## config.mk

```make
export PLATFORM = sky130hd
export DESIGN_NAME = uaar_top
export DESIGN_NICKNAME = d
export VERILOG_FILES = /design/src/include/uaar_pkg.sv /design/src/hw/uaar_match.sv /design/src/hw/uaar_top.sv
export VERILOG_INCLUDE_DIRS = /design/src /design/src/include
export SDC_FILE = /design/constraint.sdc
export NUM_CORES = 1
export LEC_CHECK = 0
export ABC_AREA = 1
export BUFFER_PORTS_ARGS = -buffer_cell sky130_fd_sc_hd__buf_2
export CORE_UTILIZATION = 55
export CTS_CLUSTER_SIZE = 8
export DETAILED_ROUTE_END_ITERATION = 16
export GPL_TIMING_DRIVEN = 0
export HOLD_SLACK_MARGIN = 0.12
export MAX_ROUTING_LAYER = met4
export PLACE_DENSITY = 0.8
export SLEW_MARGIN = 15
export SYNTH_ARGS = -nofsm -noshare
export SYNTH_HDL_FRONTEND = slang
export SYNTH_SLANG_ARGS = --single-unit
```

## constraint.sdc

```tcl
create_clock -name CLOCK -period 4.9 [get_ports CLOCK]
set_input_delay 0.245 -clock CLOCK [delete_from_list [all_inputs] [get_ports CLOCK]]
set_output_delay 0.245 -clock CLOCK [all_outputs]
set_load 0.01 [all_outputs]
```

## src/include/uaar_params.svh

```systemverilog
// constants of the uart address recognition block: register indices, fields, resets
// assumes byte address of a register is four times its index on the register bus
// Behaviour
// - receive-complete flag set for an address frame only when hardware comparison accepts it
// - address filtering active while multiproc_enable is set, except in shift mode, where every frame raises the flag
// - 8-bit async mode with filtering: stop bit acts as ninth bit, needs match too
// - given address is own address AND mask; zero mask bits are don't-care
// - broadcast address is own address OR mask; zero result bits are don't-care
// - own address and mask registers reset to zero, so every address is accepted
// - two independent 8-bit own-address and mask pairs, one per serial port
// - 9-bit modes with filtering: only frames with ninth bit one raise the flag
`ifndef UAAR_PARAMS_SVH
`define UAAR_PARAMS_SVH

`define UAAR_IDX_OWN0 8'hA9
`define UAAR_IDX_MASK0 8'hB9
`define UAAR_IDX_MASK1 8'hBA
`define UAAR_IDX_OWN1 8'hBB
`define UAAR_IDX_CTL0 8'hC0
`define UAAR_IDX_CTL1 8'hC1
`define UAAR_IDX_STAT 8'hC2

`define UAAR_CTL_EN_BIT 0
`define UAAR_CTL_MODE_LSB 1
`define UAAR_STAT_DONE_LSB 0
`define UAAR_STAT_BYTE0_LSB 8
`define UAAR_STAT_BYTE1_LSB 16

`define UAAR_RST_ADDR 8'h00
`define UAAR_RST_MASK 8'h00
`define UAAR_RST_CTL 3'h0

`define UAAR_MODE_SHIFT 2'h0
`define UAAR_MODE_ASYNC8 2'h1

`define UAAR_RESP_OKAY 2'h0
`define UAAR_RESP_SLVERR 2'h2

`endif

```

## src/include/uaar_pkg.sv

```systemverilog
// types shared by the address recognition block
// assumes uaar_params.svh is on the include path
`default_nettype none
package uaar_pkg;
	typedef enum logic [1:0] {
		UAAR_WS_IDLE = 2'b01,
		UAAR_WS_RESP = 2'b10
	} uaar_wst_t;

	// field order gives enable bit 0 and mode bits 2:1, as the ctl word is laid out
	typedef struct packed {
		logic [1:0] mode;
		logic enable;
	} uaar_ctl_t;

	typedef struct packed {
		logic [1:0][7:0] own;
		logic [1:0][7:0] mask;
		uaar_ctl_t [1:0] ctl;
		logic [1:0] done;
		logic [1:0] accept;
		logic [1:0][7:0] rxbyte;
		logic aw_got;
		logic [11:0] awaddr;
		logic w_got;
		logic [7:0] wbyte;
		logic wlane0;
		logic awready;
		logic wready;
		uaar_wst_t wst;
		logic bvalid;
		logic [1:0] bresp;
		logic arready;
		logic rvalid;
		logic [31:0] rdata;
		logic [1:0] rresp;
	} uaar_state_t;
endpackage : uaar_pkg
`default_nettype wire

```

## src/hw/uaar_match.sv

```systemverilog
// address comparator of one serial port
// assumes all inputs come from logic on the same clock; purely combinational
`default_nettype none
module uaar_match
	import uaar_pkg::*;
(
	input wire logic [7:0] own,
	input wire logic [7:0] mask,
	input wire logic [7:0] addr,
	output logic match
);
	logic [7:0] given;
	logic [7:0] bcast;
	logic given_hit;
	logic bcast_hit;

	always_comb
	begin
		given = own & mask;
		bcast = own | mask;
		// given positions compared only where mask is one
		given_hit = ((addr ^ given) & mask) == 8'h00;
		// zero bits of the broadcast value are don't-care
		bcast_hit = ((addr ^ bcast) & bcast) == 8'h00;
		match = given_hit | bcast_hit;
	end
endmodule : uaar_match
`default_nettype wire

```

## src/hw/uaar_top.sv

```systemverilog
// address recognition for two serial receivers, with an AXI4-Lite register slave
// assumes the frame shifter delivers each frame as a one-cycle pulse on this clock
//
// Chosen here: register access over AXI4-Lite.
`include "uaar_params.svh"
`default_nettype none
module uaar_top
	import uaar_pkg::*;
(
	input wire logic CLOCK,
	input wire logic NRST,
	input wire logic S_AXI_AWVALID,
	output logic S_AXI_AWREADY,
	input wire logic [11:0] S_AXI_AWADDR,
	input wire logic S_AXI_WVALID,
	output logic S_AXI_WREADY,
	input wire logic [31:0] S_AXI_WDATA,
	input wire logic [3:0] S_AXI_WSTRB,
	output logic S_AXI_BVALID,
	input wire logic S_AXI_BREADY,
	output logic [1:0] S_AXI_BRESP,
	input wire logic S_AXI_ARVALID,
	output logic S_AXI_ARREADY,
	input wire logic [11:0] S_AXI_ARADDR,
	output logic S_AXI_RVALID,
	input wire logic S_AXI_RREADY,
	output logic [31:0] S_AXI_RDATA,
	output logic [1:0] S_AXI_RRESP,
	input wire logic [1:0] RX_FRAME_VALID,
	input wire logic [1:0][7:0] RX_FRAME_DATA,
	input wire logic [1:0] RX_FRAME_BIT9,
	output logic [1:0] RX_DONE,
	output logic [1:0] RX_ACCEPT
);
	localparam uaar_state_t RST_STATE = '{
		own: {`UAAR_RST_ADDR, `UAAR_RST_ADDR},
		mask: {`UAAR_RST_MASK, `UAAR_RST_MASK},
		ctl: {`UAAR_RST_CTL, `UAAR_RST_CTL},
		done: 2'h0,
		accept: 2'h0,
		rxbyte: 16'h0000,
		aw_got: 1'b0,
		awaddr: 12'h000,
		w_got: 1'b0,
		wbyte: 8'h00,
		wlane0: 1'b0,
		awready: 1'b0,
		wready: 1'b0,
		wst: UAAR_WS_IDLE,
		bvalid: 1'b0,
		bresp: `UAAR_RESP_OKAY,
		arready: 1'b0,
		rvalid: 1'b0,
		rdata: 32'h00000000,
		rresp: `UAAR_RESP_OKAY
	};

	logic rst_meta_n_r;
	logic rst_n_r;
	uaar_state_t s_r;
	uaar_state_t s_nxt;
	logic [1:0] hit;

	function automatic logic [11:0] byte_addr(input logic [7:0] idx);
		byte_addr = {2'b00, idx, 2'b00};
	endfunction : byte_addr

	function automatic logic addr_is(input logic [11:0] addr, input logic [7:0] idx);
		addr_is = addr == byte_addr(idx);
	endfunction : addr_is

	// reset released through two flops so removal meets timing
	always_ff @(posedge CLOCK or negedge NRST)
	begin
		if (!NRST)
		begin
			rst_meta_n_r <= 1'b0;
			rst_n_r <= 1'b0;
		end
		else
		begin
			rst_meta_n_r <= 1'b1;
			rst_n_r <= rst_meta_n_r;
		end
	end

	// one comparator per port, each with its own register pair
	genvar gi;
	generate
		for (gi = 0; gi < 2; gi++)
		begin : g_port
			uaar_match u_match (
				.own(s_r.own[gi]),
				.mask(s_r.mask[gi]),
				.addr(RX_FRAME_DATA[gi]),
				.match(hit[gi])
			);
		end
	endgenerate

	always_comb
	begin
		logic [1:0] set_done;
		logic [1:0] clr_done;
		logic wr_ok;
		set_done = 2'b00;
		clr_done = 2'b00;
		wr_ok = 1'b0;
		s_nxt = s_r;
		s_nxt.accept = 2'b00;

		// frame qualification per port
		for (int i = 0; i < 2; i++)
		begin
			if (RX_FRAME_VALID[i])
			begin
				if (!s_r.ctl[i].enable)
					set_done[i] = 1'b1;
				else if (s_r.ctl[i].mode == `UAAR_MODE_SHIFT)
					set_done[i] = 1'b1;
				else if (s_r.ctl[i].mode == `UAAR_MODE_ASYNC8)
					set_done[i] = RX_FRAME_BIT9[i] & hit[i];
				else
					// ninth bit zero marks a data byte, which is dropped here
					set_done[i] = RX_FRAME_BIT9[i] & hit[i];
			end
			if (set_done[i])
				s_nxt.rxbyte[i] = RX_FRAME_DATA[i];
		end
		s_nxt.accept = set_done;

		// write channel: address and data taken in either order
		if (S_AXI_AWVALID && s_r.awready)
		begin
			s_nxt.aw_got = 1'b1;
			s_nxt.awaddr = S_AXI_AWADDR;
		end
		if (S_AXI_WVALID && s_r.wready)
		begin
			s_nxt.w_got = 1'b1;
			s_nxt.wbyte = S_AXI_WDATA[7:0];
			s_nxt.wlane0 = S_AXI_WSTRB[0];
		end

		case (s_r.wst)
			UAAR_WS_IDLE:
			begin
				if (s_r.aw_got && s_r.w_got)
				begin
					wr_ok = 1'b1;
					s_nxt.bresp = `UAAR_RESP_OKAY;
					if (addr_is(s_r.awaddr, `UAAR_IDX_OWN0))
					begin
						if (s_r.wlane0)
							s_nxt.own[0] = s_r.wbyte;
					end
					else if (addr_is(s_r.awaddr, `UAAR_IDX_MASK0))
					begin
						if (s_r.wlane0)
							s_nxt.mask[0] = s_r.wbyte;
					end
					else if (addr_is(s_r.awaddr, `UAAR_IDX_MASK1))
					begin
						if (s_r.wlane0)
							s_nxt.mask[1] = s_r.wbyte;
					end
					else if (addr_is(s_r.awaddr, `UAAR_IDX_OWN1))
					begin
						if (s_r.wlane0)
							s_nxt.own[1] = s_r.wbyte;
					end
					else if (addr_is(s_r.awaddr, `UAAR_IDX_CTL0))
					begin
						if (s_r.wlane0)
							s_nxt.ctl[0] = s_r.wbyte[`UAAR_CTL_MODE_LSB+1:`UAAR_CTL_EN_BIT];
					end
					else if (addr_is(s_r.awaddr, `UAAR_IDX_CTL1))
					begin
						if (s_r.wlane0)
							s_nxt.ctl[1] = s_r.wbyte[`UAAR_CTL_MODE_LSB+1:`UAAR_CTL_EN_BIT];
					end
					else if (addr_is(s_r.awaddr, `UAAR_IDX_STAT))
					begin
						if (s_r.wlane0)
							clr_done = s_r.wbyte[`UAAR_STAT_DONE_LSB+1:`UAAR_STAT_DONE_LSB];
					end
					else
						s_nxt.bresp = `UAAR_RESP_SLVERR;
					s_nxt.wst = UAAR_WS_RESP;
					s_nxt.bvalid = 1'b1;
				end
			end
			UAAR_WS_RESP:
			begin
				if (S_AXI_BREADY)
				begin
					s_nxt.bvalid = 1'b0;
					s_nxt.aw_got = 1'b0;
					s_nxt.w_got = 1'b0;
					s_nxt.wst = UAAR_WS_IDLE;
				end
			end
			default:
				s_nxt.wst = UAAR_WS_IDLE;
		endcase

		// write-one-to-clear; a frame in the same cycle keeps its flag
		s_nxt.done = (s_r.done & ~clr_done) | set_done;

		s_nxt.awready = !s_nxt.aw_got && !wr_ok && s_nxt.wst == UAAR_WS_IDLE;
		s_nxt.wready = !s_nxt.w_got && !wr_ok && s_nxt.wst == UAAR_WS_IDLE;

		// read channel: one read at a time, answer one cycle after acceptance
		if (s_r.rvalid && S_AXI_RREADY)
			s_nxt.rvalid = 1'b0;
		if (S_AXI_ARVALID && s_r.arready)
		begin
			s_nxt.rvalid = 1'b1;
			s_nxt.rresp = `UAAR_RESP_OKAY;
			s_nxt.rdata = 32'h00000000;
			if (addr_is(S_AXI_ARADDR, `UAAR_IDX_OWN0))
				s_nxt.rdata[7:0] = s_r.own[0];
			else if (addr_is(S_AXI_ARADDR, `UAAR_IDX_MASK0))
				s_nxt.rdata[7:0] = s_r.mask[0];
			else if (addr_is(S_AXI_ARADDR, `UAAR_IDX_MASK1))
				s_nxt.rdata[7:0] = s_r.mask[1];
			else if (addr_is(S_AXI_ARADDR, `UAAR_IDX_OWN1))
				s_nxt.rdata[7:0] = s_r.own[1];
			else if (addr_is(S_AXI_ARADDR, `UAAR_IDX_CTL0))
				s_nxt.rdata[2:0] = s_r.ctl[0];
			else if (addr_is(S_AXI_ARADDR, `UAAR_IDX_CTL1))
				s_nxt.rdata[2:0] = s_r.ctl[1];
			else if (addr_is(S_AXI_ARADDR, `UAAR_IDX_STAT))
			begin
				s_nxt.rdata[`UAAR_STAT_DONE_LSB+1:`UAAR_STAT_DONE_LSB] = s_r.done;
				s_nxt.rdata[`UAAR_STAT_BYTE0_LSB+7:`UAAR_STAT_BYTE0_LSB] = s_r.rxbyte[0];
				s_nxt.rdata[`UAAR_STAT_BYTE1_LSB+7:`UAAR_STAT_BYTE1_LSB] = s_r.rxbyte[1];
			end
			else
				s_nxt.rresp = `UAAR_RESP_SLVERR;
		end
		s_nxt.arready = !s_nxt.rvalid;
	end

	// reset clears both address pairs, so all addresses pass
	always_ff @(posedge CLOCK or negedge rst_n_r)
	begin
		if (!rst_n_r)
			s_r <= RST_STATE;
		else
			s_r <= s_nxt;
	end

	assign S_AXI_AWREADY = s_r.awready;
	assign S_AXI_WREADY = s_r.wready;
	assign S_AXI_BVALID = s_r.bvalid;
	assign S_AXI_BRESP = s_r.bresp;
	assign S_AXI_ARREADY = s_r.arready;
	assign S_AXI_RVALID = s_r.rvalid;
	assign S_AXI_RDATA = s_r.rdata;
	assign S_AXI_RRESP = s_r.rresp;
	assign RX_DONE = s_r.done;
	assign RX_ACCEPT = s_r.accept;
endmodule : uaar_top
`default_nettype wire

```

**Word-level counts from Yosys, hierarchy flattened**

Cells that the tools add are included.

- Bits in read-only memories: 0
- Word-level logic and storage cells: 159
- Input port bits: 87
- RAM bits: 0
- Register bits after elaboration: 118
- Latch bits: 0
- Memories kept: 0

- Equal/unequal tests: 19
- Multiplexer cells: 60
- Order comparisons: 0
- Reductions and logical operators: 28
- Add/sub/neg operators: 0
- Bitwise logic cells: 24
- Div/mod/pow operators: 0
- Multipliers: 0
- Shift-type cells: 0

Operator list:

| operator | number |
|---|---|
| 12-bit by 10-bit == test with 1-bit output (second input constant) | 14 |
| 16-bit 2-to-1 mux | 7 |
| 2-bit 2-to-1 mux | 26 |
| 8-bit AND | 6 |
| 35-bit 2-to-1 mux | 1 |
| 8-bit zero test | 4 |
| 8-bit bitwise XOR | 4 |
| 8-bit 2-to-1 mux | 3 |
| 8-bit bitwise OR | 2 |
| 1-bit 2-to-1 mux | 14 |
| 13-bit 2-to-1 mux | 1 |
| 10-bit 2-to-1 mux | 1 |
| 5-bit 2-to-1 mux | 2 |
| 1-bit logical AND | 9 |
| 3-bit 2-to-1 mux | 3 |
| 9-bit AND reduction | 1 |
| 8-bit AND reduction | 1 |
| 7-bit AND reduction | 1 |
| 6-bit AND reduction | 1 |
| 1-bit inverter | 5 |
| 5-bit AND reduction | 1 |
| 2-bit by 1-bit == test with 1-bit output (second input constant) | 2 |
| 1-bit zero test | 4 |
| 2-bit zero test | 2 |
| 13 further kinds | 16 |

**Logic depth before layout (Yosys ltp)**

Gate-level depths: netlist (run 1).

- Depth after elaboration: 13
- Depth in mapped cells: 12
- Depth with buffers taken out: 12

**Cells and area by module**

A second synthesis (run 1) with hierarchy kept.

- Cell total of the unflattened synthesis: 787
- Area total of the unflattened synthesis: 6065.8 sq um

By module, submodules not included:

| module | cells an instance | times used | area each (sq um) |
|---|---|---|---|
| uaar_top | 661 | 1 | 5542.8 |
| uaar_match | 63 | 2 | 261.5 |

**Worst setup path before layout (run 1)**

No wires, ideal clock.

- Path type: reg2reg
- Start: reg s_r[39] (netlist bit)
- End: reg s_r[100] (netlist bit)
- Stages on the path, launching flop included: 10
- Slack: 3.170 ns
- Data required time: 4.783 ns
- Library setup time: 0.117 ns
- Data arrival time: 1.613 ns
- Cells stage by stage: dfstp_2 -> ha_1 -> inv_1 -> nor2_2 -> inv_2 -> nor2_8 -> nand3_2 -> buf_2 -> o21ai_1 -> inv_1

- Word-level cells in the longest chain between the ends: 2

RTL lines:

| item | line | source |
|---|---|---|
| start, declared | uaar_top.sv:60 | `uaar_state_t s_r;` |
| start signal, assigned | uaar_top.sv:251 | `s_r <= s_nxt;` |
| 2-bit by 1-bit == test with 1-bit output | uaar_top.sv:145 | `case (s_r.wst)` |
| 6-bit AND reduction (no line) | n/a |  |

No other way between the ends.
A chain may end at the register's enable or synchronous reset.

**Final worst setup path (run 1)**

- Start: reg s_r[117] (netlist bit)
- End: reg s_r[74] (netlist bit)

- Word-level cells in the longest chain between the ends: 9
- Elaborated cells between the ends (all ways): 13
- Classes of those cells: mux: 3; bitwise: 8; reduce/logical: 2

RTL lines:

| item | line | source |
|---|---|---|
| 8-bit AND / 8-bit bitwise OR (equally long branches) | uaar_match.sv:19, uaar_match.sv:20 |  |
| 8-bit bitwise XOR, on equally long branches | uaar_match.sv:22, uaar_match.sv:24 |  |
| 8-bit AND, on equally long branches | uaar_match.sv:22, uaar_match.sv:24 |  |
| 8-bit zero test, on equally long branches | uaar_match.sv:22, uaar_match.sv:24 |  |
| 1-bit bitwise OR (*) | uaar_match.sv:25 | `match = given_hit \| bcast_hit;` |
| 1-bit AND (*) | uaar_top.sv:122, uaar_top.sv:125 |  |
| 1-bit 2-to-1 mux (*) | uaar_top.sv:119 | `` else if (s_r.ctl[i].mode == `UAAR_MODE_SHIFT) `` |
| 1-bit 2-to-1 mux (*) | uaar_top.sv:117 | `if (!s_r.ctl[i].enable)` |
| 1-bit 2-to-1 mux (*) | uaar_top.sv:115 | `if (RX_FRAME_VALID[i])` |

Every way passes the cells marked *; elsewhere a longest branch is shown, timed or not.

==> reports/qor.yml, run 1 <==
layout_setup_ws_ps: 2820
htreeDepth: 4
globalRouteOverflowTotal: 0
slew_headroom_pct: 66.4
fin_crit_ps: 2080
cts_resized: 0
slew_viol_final: 0
setup_violations: 0
fmax_ghz: 0.481
yosysWarnings: 0
first_pass_iters: 5
status: "completed"
layout_common_cells: "nand2_1, dfrtp_1, inv_1"
drt_wl_total_um: 15600
grt_first_pass_wirelength_um: 26000
dp_hpwl_um: 10400
worstHoldPathType: "primary input to flip-flop"
via_per_inst: 5.13
rsz0062_at_grt: "false"
core_um2: 10500
crit_type: "flip-flop to flip-flop"
internal-power_w: 0.00212
cap_viol_max_count: 0
place_congestion: 0.922
clock_path_buffers: 2
cts_buffers: 17
synth_seq_cells: 116
cts_tree: "yes"
avgSynthCellArea_um2: 7.76
crit_path_end_kind: "flip-flop"
seqPwrFrac_pct: 39.6
vias: 5680
dp_slack_ps: 2900
pwr_density_cell_nw_per_um2: 381
combPwrFrac_pct: 18.9
power_switching_w: 0.000909
mostFrequentLayoutCell: "nand2_1"
drive_above_1_share_pct: 21.0
wl_per_cell_um: 14.1
crit_required_ps: 5360
swShare_pct: 30.0
grt_max_degree: 53
pin_count: 132
die_w_um: 107
ir_drop_v: 0.000262
start_util_pct: 57.7
path_max_fanout: 9
yosys.cell_types.count: 35
num-fill-cells: 760
core.rowCount: 37
area_growth_syn_to_layout_pct: 31.6
crit_path_start_kind: "flip-flop"
drtIter0Drc: 336
drc: 0
cts_root_buffer: "clkbuf_8"
finalCritPeriodShare_pct: 42.4
p_total_w: 0.00303
fin_skew_ps: 15.2
worst_pin_slew_ps: 504
final_hold_viol_count: 0
fp.dieH_um: 107
fin_nets: 1047
grtUsageTotal_pct: 30.5
cts_sinks: 116
ant_nets: 0
synthCells: 777
setup_tns_ps: 0
die_area_um2: 11400
p_leak_nw: 4.33
clk_latency_ps: 530
clk_pin_slew_ps: 60
antenna_found_initial: 0
diodes: 0
yosysSeqAreaShare_pct: 48.1
cp.arrival_ps: 2540
io_buffers: 92
grt_pass1_vias: 5587
mappedNetlistArea_um2: 6030
clkPwrFrac_pct: 41.5
==> cell families (layout without fill, tap and decap cells) <==
kind of cell	count (synthesis)	count (layout)	synth area share, %
AO/OA/AOI/OAI	93	93	8.53
adder cells (fa/ha/maj)	2	2	0.415
buffers and inverters	163	348	13.0
flip-flops	116	116	48.1
multiplexers	9	9	1.49
other	2	11	0.125
AND/OR/NAND/NOR	392	392	28.3
==> flip-flops by register name, indices dropped and copies added, names as in the netlist, 2 cells and up <==
signal and flops:
RX_ACCEPT 2, S_AXI_RDATA 24, RX_DONE 2, s_r 79
==> layout make-up <==
type	instances	area, um^2	share of cell area [%]
flip-flops and latches	116	2910	36.6
clock inverters	12	155	1.95
well taps	136	170	2.14
inverters	108	405	5.11
clock buffers	20	445	5.61
repair buffers	153	1100	13.8
multi-input cells	507	2380	30.0
plain buffers	55	378	4.76
==> final timing paths <==
kind	start	to	slack (ps)	cells after the start
setup / recovery	s_r[117]$_DFFE_PN0P_	s_r[74]$_DFFE_PN0P_	2820	12
setup reg to reg	s_r[117]$_DFFE_PN0P_	s_r[74]$_DFFE_PN0P_	2820	12
hold / removal	S_AXI_WVALID	s_r[47]$_DFFE_PN0P_	150	5
hold reg to reg	rst_n_r$_DFF_PN0_	s_r[49]$_DFFE_PN0P_	210	0
max in group asynchronous	rst_n_r$_DFF_PN0_	RX_DONE[1]$_DFF_PN0_	3850	2
min in group asynchronous	rst_n_r$_DFF_PN0_	s_r[49]$_DFFE_PN0P_	210	0
==> synthesized netlist by cell type (all sizes together) <==
| cell | n | share of area (%) |
|---|---|---|
| nand2 | 246 | 15 |
| dfrtp | 115 | 48 |
| inv | 107 | 6.7 |
| nand3 | 83 | 7.1 |
| o21ai | 77 | 6.9 |
| buf | 46 | 5.7 |
| nor2 | 44 | 3.4 |
| a21oi | 9 | 0.75 |
| clkbuf | 9 | 0.56 |
| mux2i | 9 | 1.5 |
| nor3 | 9 | 1.0 |
| nand4 | 7 | 0.93 |
| nand3b | 3 | 0.37 |
| o2111ai | 3 | 0.44 |
| conb | 2 | 0.12 |
| ha | 2 | 0.41 |
| o22ai | 2 | 0.21 |
| clkinv | 1 | 0.062 |
| dfstp | 1 | 0.44 |
| o211ai | 1 | 0.12 |
| o21a | 1 | 0.12 |
==> critical path, cell delays in order (launching register included) <==
cell and delay (ps):
dfrtp_1 410, inv_1 100, nand2_1 60, nand3_1 90, nand2_1 60, nor2_1 110, nand2_1 60, nand2_1 70
nand2_1 70, nand2_2 160, nand3_1 120, dlygate4sd3_1 610, nand2_1 80
==> power by group through the flow <==
stage	Clock (W)	Combinational, W	Sequential [W]
global route	0.00130	0.000645	0.00121
finish	0.00126	0.000572	0.00120
global placement	0	0.000460	0.00122
CTS	0.00125	0.000561	0.00120
floorplan	0	0.000344	0.00120
detailed placement	0	0.000493	0.00121
==> routing by layer <==
| layer | share of wire [%] | track usage, % |
|---|---|---|
| met5 | 0 | - |
| met4 | 3.7 | 15.5 |
| met2 | 49 | 50.6 |
| met3 | 5.9 | 5.05 |
| met1 | 42 | 36.1 |
==> metrics by stage <==
step | area (um^2) | hold slack (ps) | util (%) | std cells
2_1_floorplan | 6070 | -50.6 | - | 786
4_1_cts | 7940 | 121 | 75.9 | 1107
3_5_place_dp | 6750 | 32.1 | 64.5 | 1016
5_1_grt | 7940 | 196 | 75.9 | 1107
6_report | 7940 | 148 | 75.9 | 1107
3_3_place_gp | 6700 | 31.5 | 64.0 | 1014
==> repair_timing <==
action	4_1_cts	5_1_grt
hold endpoints to repair	42	0
setup buffers	0	0
hold buffers	59	0
No activity file was read; power rests on OpenSTA's default activity.
==> run 2, diff against run 1 <==
clock period = 2.2 ns   (was 4.9 ns; I/O delays follow)
==> run 2 against run 1 <==
Clock skew is 2.9 ps lower. Sequential share of layout area is 0.52 points lower. Sequential power is 120% higher. Maximum frequency is 1.1% higher. Hold slack worse by 12 ps. Via count is 1.8% higher. Count of clock-buffer cells in the layout is 2 lower. Register-to-register slack worse by 2700 ps. Die area stayed put. Clock power is 100% higher. Critical path type unchanged. Critical endpoint is now s_r[71]$_DFFE_PN0P_. Largest cell class unchanged.
==> reports/qor.yml, run 2 (synthesis results as in run 1) <==
drc: 0  # unchanged
largest_reg_flops: 79  # unchanged
fin_crit_ps: 2060  # was 2080 ps
grt_pass1_vias: 5597  # was 5587
fin_util_pct: 77.0  # was 75.9%
area_growth_syn_to_layout_pct: 33.5  # was 31.6%
pin_count: 132  # unchanged
vias: 5780  # was 5680
rsz0062_at_grt: "false"  # unchanged
mostFrequentLayoutCell: "nand2_1"  # unchanged
slew_viol_final: 0  # unchanged
fmax_ghz: 0.486  # was 0.481 GHz
cts_tree: "yes"  # unchanged
grt_first_pass_wirelength_um: 26200  # was 26000 um
ir_drop_v: 0.000723  # was 0.000262 V
cts_sinks: 116  # unchanged
fp.dieH_um: 107  # unchanged
wl_per_cell_um: 14.1  # about the same
grt_max_degree: 49  # was 53
cp.arrival_ps: 2510  # was 2540 ps
num-fill-cells: 755  # was 760
slew_headroom_pct: 65.8  # was 66.4%
post_cts_buffers: 0  # unchanged
cts_buffers: 17  # unchanged
dp_slack_ps: 163  # was 2900 ps
dpl.cell_count: 1016  # unchanged
globalRouteOverflowTotal: 0  # unchanged
multi_input_area_um2: 2390  # was 2380 um^2
stdcell_count: 1121  # was 1107
grtUsageTotal_pct: 30.6  # was 30.5%
dp_hpwl_um: 10400  # about the same
top_register: "s_r"  # unchanged
crit_path_end_kind: "flip-flop"  # unchanged
crit_type: "flip-flop to flip-flop"  # unchanged
crit_required_ps: 2650  # was 5360 ps
cts_root_buffer: "clkbuf_8"  # unchanged
pwr_density_cell_nw_per_um2: 811  # was 381 nW/um^2
layout_setup_ws_ps: 143  # was 2820 ps
start_util_pct: 57.7  # unchanged
clock_path_buffers: 2  # unchanged
crit_path_start_kind: "flip-flop"  # unchanged
place_congestion: 0.881  # was 0.922
core.rowCount: 37  # unchanged
worstHoldPathType: "primary input to flip-flop"  # unchanged
ff_latch_area_um2: 2910  # unchanged
ant_nets: 0  # unchanged
worst_pin_slew_ps: 509  # was 504 ps
die_area_um2: 11400  # unchanged
drive_above_1_share_pct: 20.8  # was 21.0%
setup_violations: 0  # unchanged
io_buffers: 92  # unchanged
drt_wl_total_um: 15800  # was 15600 um
finalCritPeriodShare_pct: 93.5  # was 42.4%
fin_skew_ps: 12.3  # was 15.2 ps
stdcell_area_um2: 8050  # was 7940 um^2
cap_viol_max_count: 0  # unchanged
p_leak_nw: 4.34  # was 4.33 nW
final_hold_viol_count: 0  # unchanged
die_w_um: 107  # unchanged
drtIter0Drc: 384  # was 336
via_per_inst: 5.16  # was 5.13
antenna_found_initial: 0  # unchanged
layout_common_cells: "nand2_1, dfrtp_1, inv_1"  # unchanged
clk_pin_slew_ps: 60  # about the same
htreeDepth: 4  # unchanged
placed_cell_area_um2: 6760  # was 6750 um^2
first_pass_iters: 7  # was 5
path_max_fanout: 9  # unchanged
core_um2: 10500  # unchanged
clk_latency_ps: 510  # was 530 ps
diodes: 0  # unchanged
fin_nets: 1061  # was 1047
status: "completed"  # unchanged
-- run 2: path summary, 6_finish.rpt --
kind	startpoint	to	slack [ps]	cells past startpoint
min in group asynchronous	rst_n_r$_DFF_PN0_	s_r[49]$_DFFE_PN0P_	220	0
worst max register to register	s_r[109]$_DFFE_PN0P_	s_r[71]$_DFFE_PN0P_	140	10
worst max-delay path	s_r[109]$_DFFE_PN0P_	s_r[71]$_DFFE_PN0P_	140	10
worst min register to register	rst_n_r$_DFF_PN0_	s_r[49]$_DFFE_PN0P_	220	0
max in group asynchronous	rst_n_r$_DFF_PN0_	RX_DONE[1]$_DFF_PN0_	1170	2
worst min-delay path	S_AXI_ARADDR[4]	S_AXI_RDATA[0]$_DFFE_PN0P_	140	6
-- run 2: critical path: stages (launching register included) --
cell and delay, ps:
dfrtp_1 430, o21ai_0 190, nand2_1 90, nor2_1 120
nand2_1 50, nand2_1 60, nand2_1 60, nand2_2 160
nand3_1 130, dlygate4sd3_1 620, nand2_1 80
-- run 2: power breakdown --
group / switching [W] / internal (W) / leakage [nW]
sequential: 0.000227 / 0.00244 / 1.47
clock: 0.00103 / 0.00153 / 0.260
combinational: 0.000790 / 0.000505 / 2.61
total: 0.00205 / 0.00448 / 4.34
-- run 2: final cells by class --
cell class	instances	area share, %
Clock buffer	18	5.31
Sequential cell	116	36.1
Buffer	55	4.72
Inverter	108	5.03
Clock inverter	14	1.62
Multi-Input combinational cell	507	29.6
Timing Repair Buffer	167	15.5
Tap cell	136	2.11
-- run 2: what timing repair did --
| action | in CTS | in global routing |
|---|---|---|
| setup endpoints to repair | 0 | 1 |
| hold buffers | 73 | 0 |
| hold endpoints to repair | 50 | 0 |
| resized for setup | 0 | 3 |
-- run 2: layer usage --
metal,global-route usage (%),wire (um)
met1,35.7,6400
met2,52.1,7790
met3,5.53,1080
met4,13.2,541
met5,-,0
-- run 2: stage by stage --
step | hold slack [ps] | setup TNS [ps] | total power (W)
2_1_floorplan | -186 | 0 | 0.00343
3_3_place_gp | -103 | -39530 | 0.00373
3_5_place_dp | -103 | 0 | 0.00379
4_1_cts | 122 | 0 | 0.00649
5_1_grt | 174 | 0 | 0.00686
6_report | 136 | 0 | 0.00653
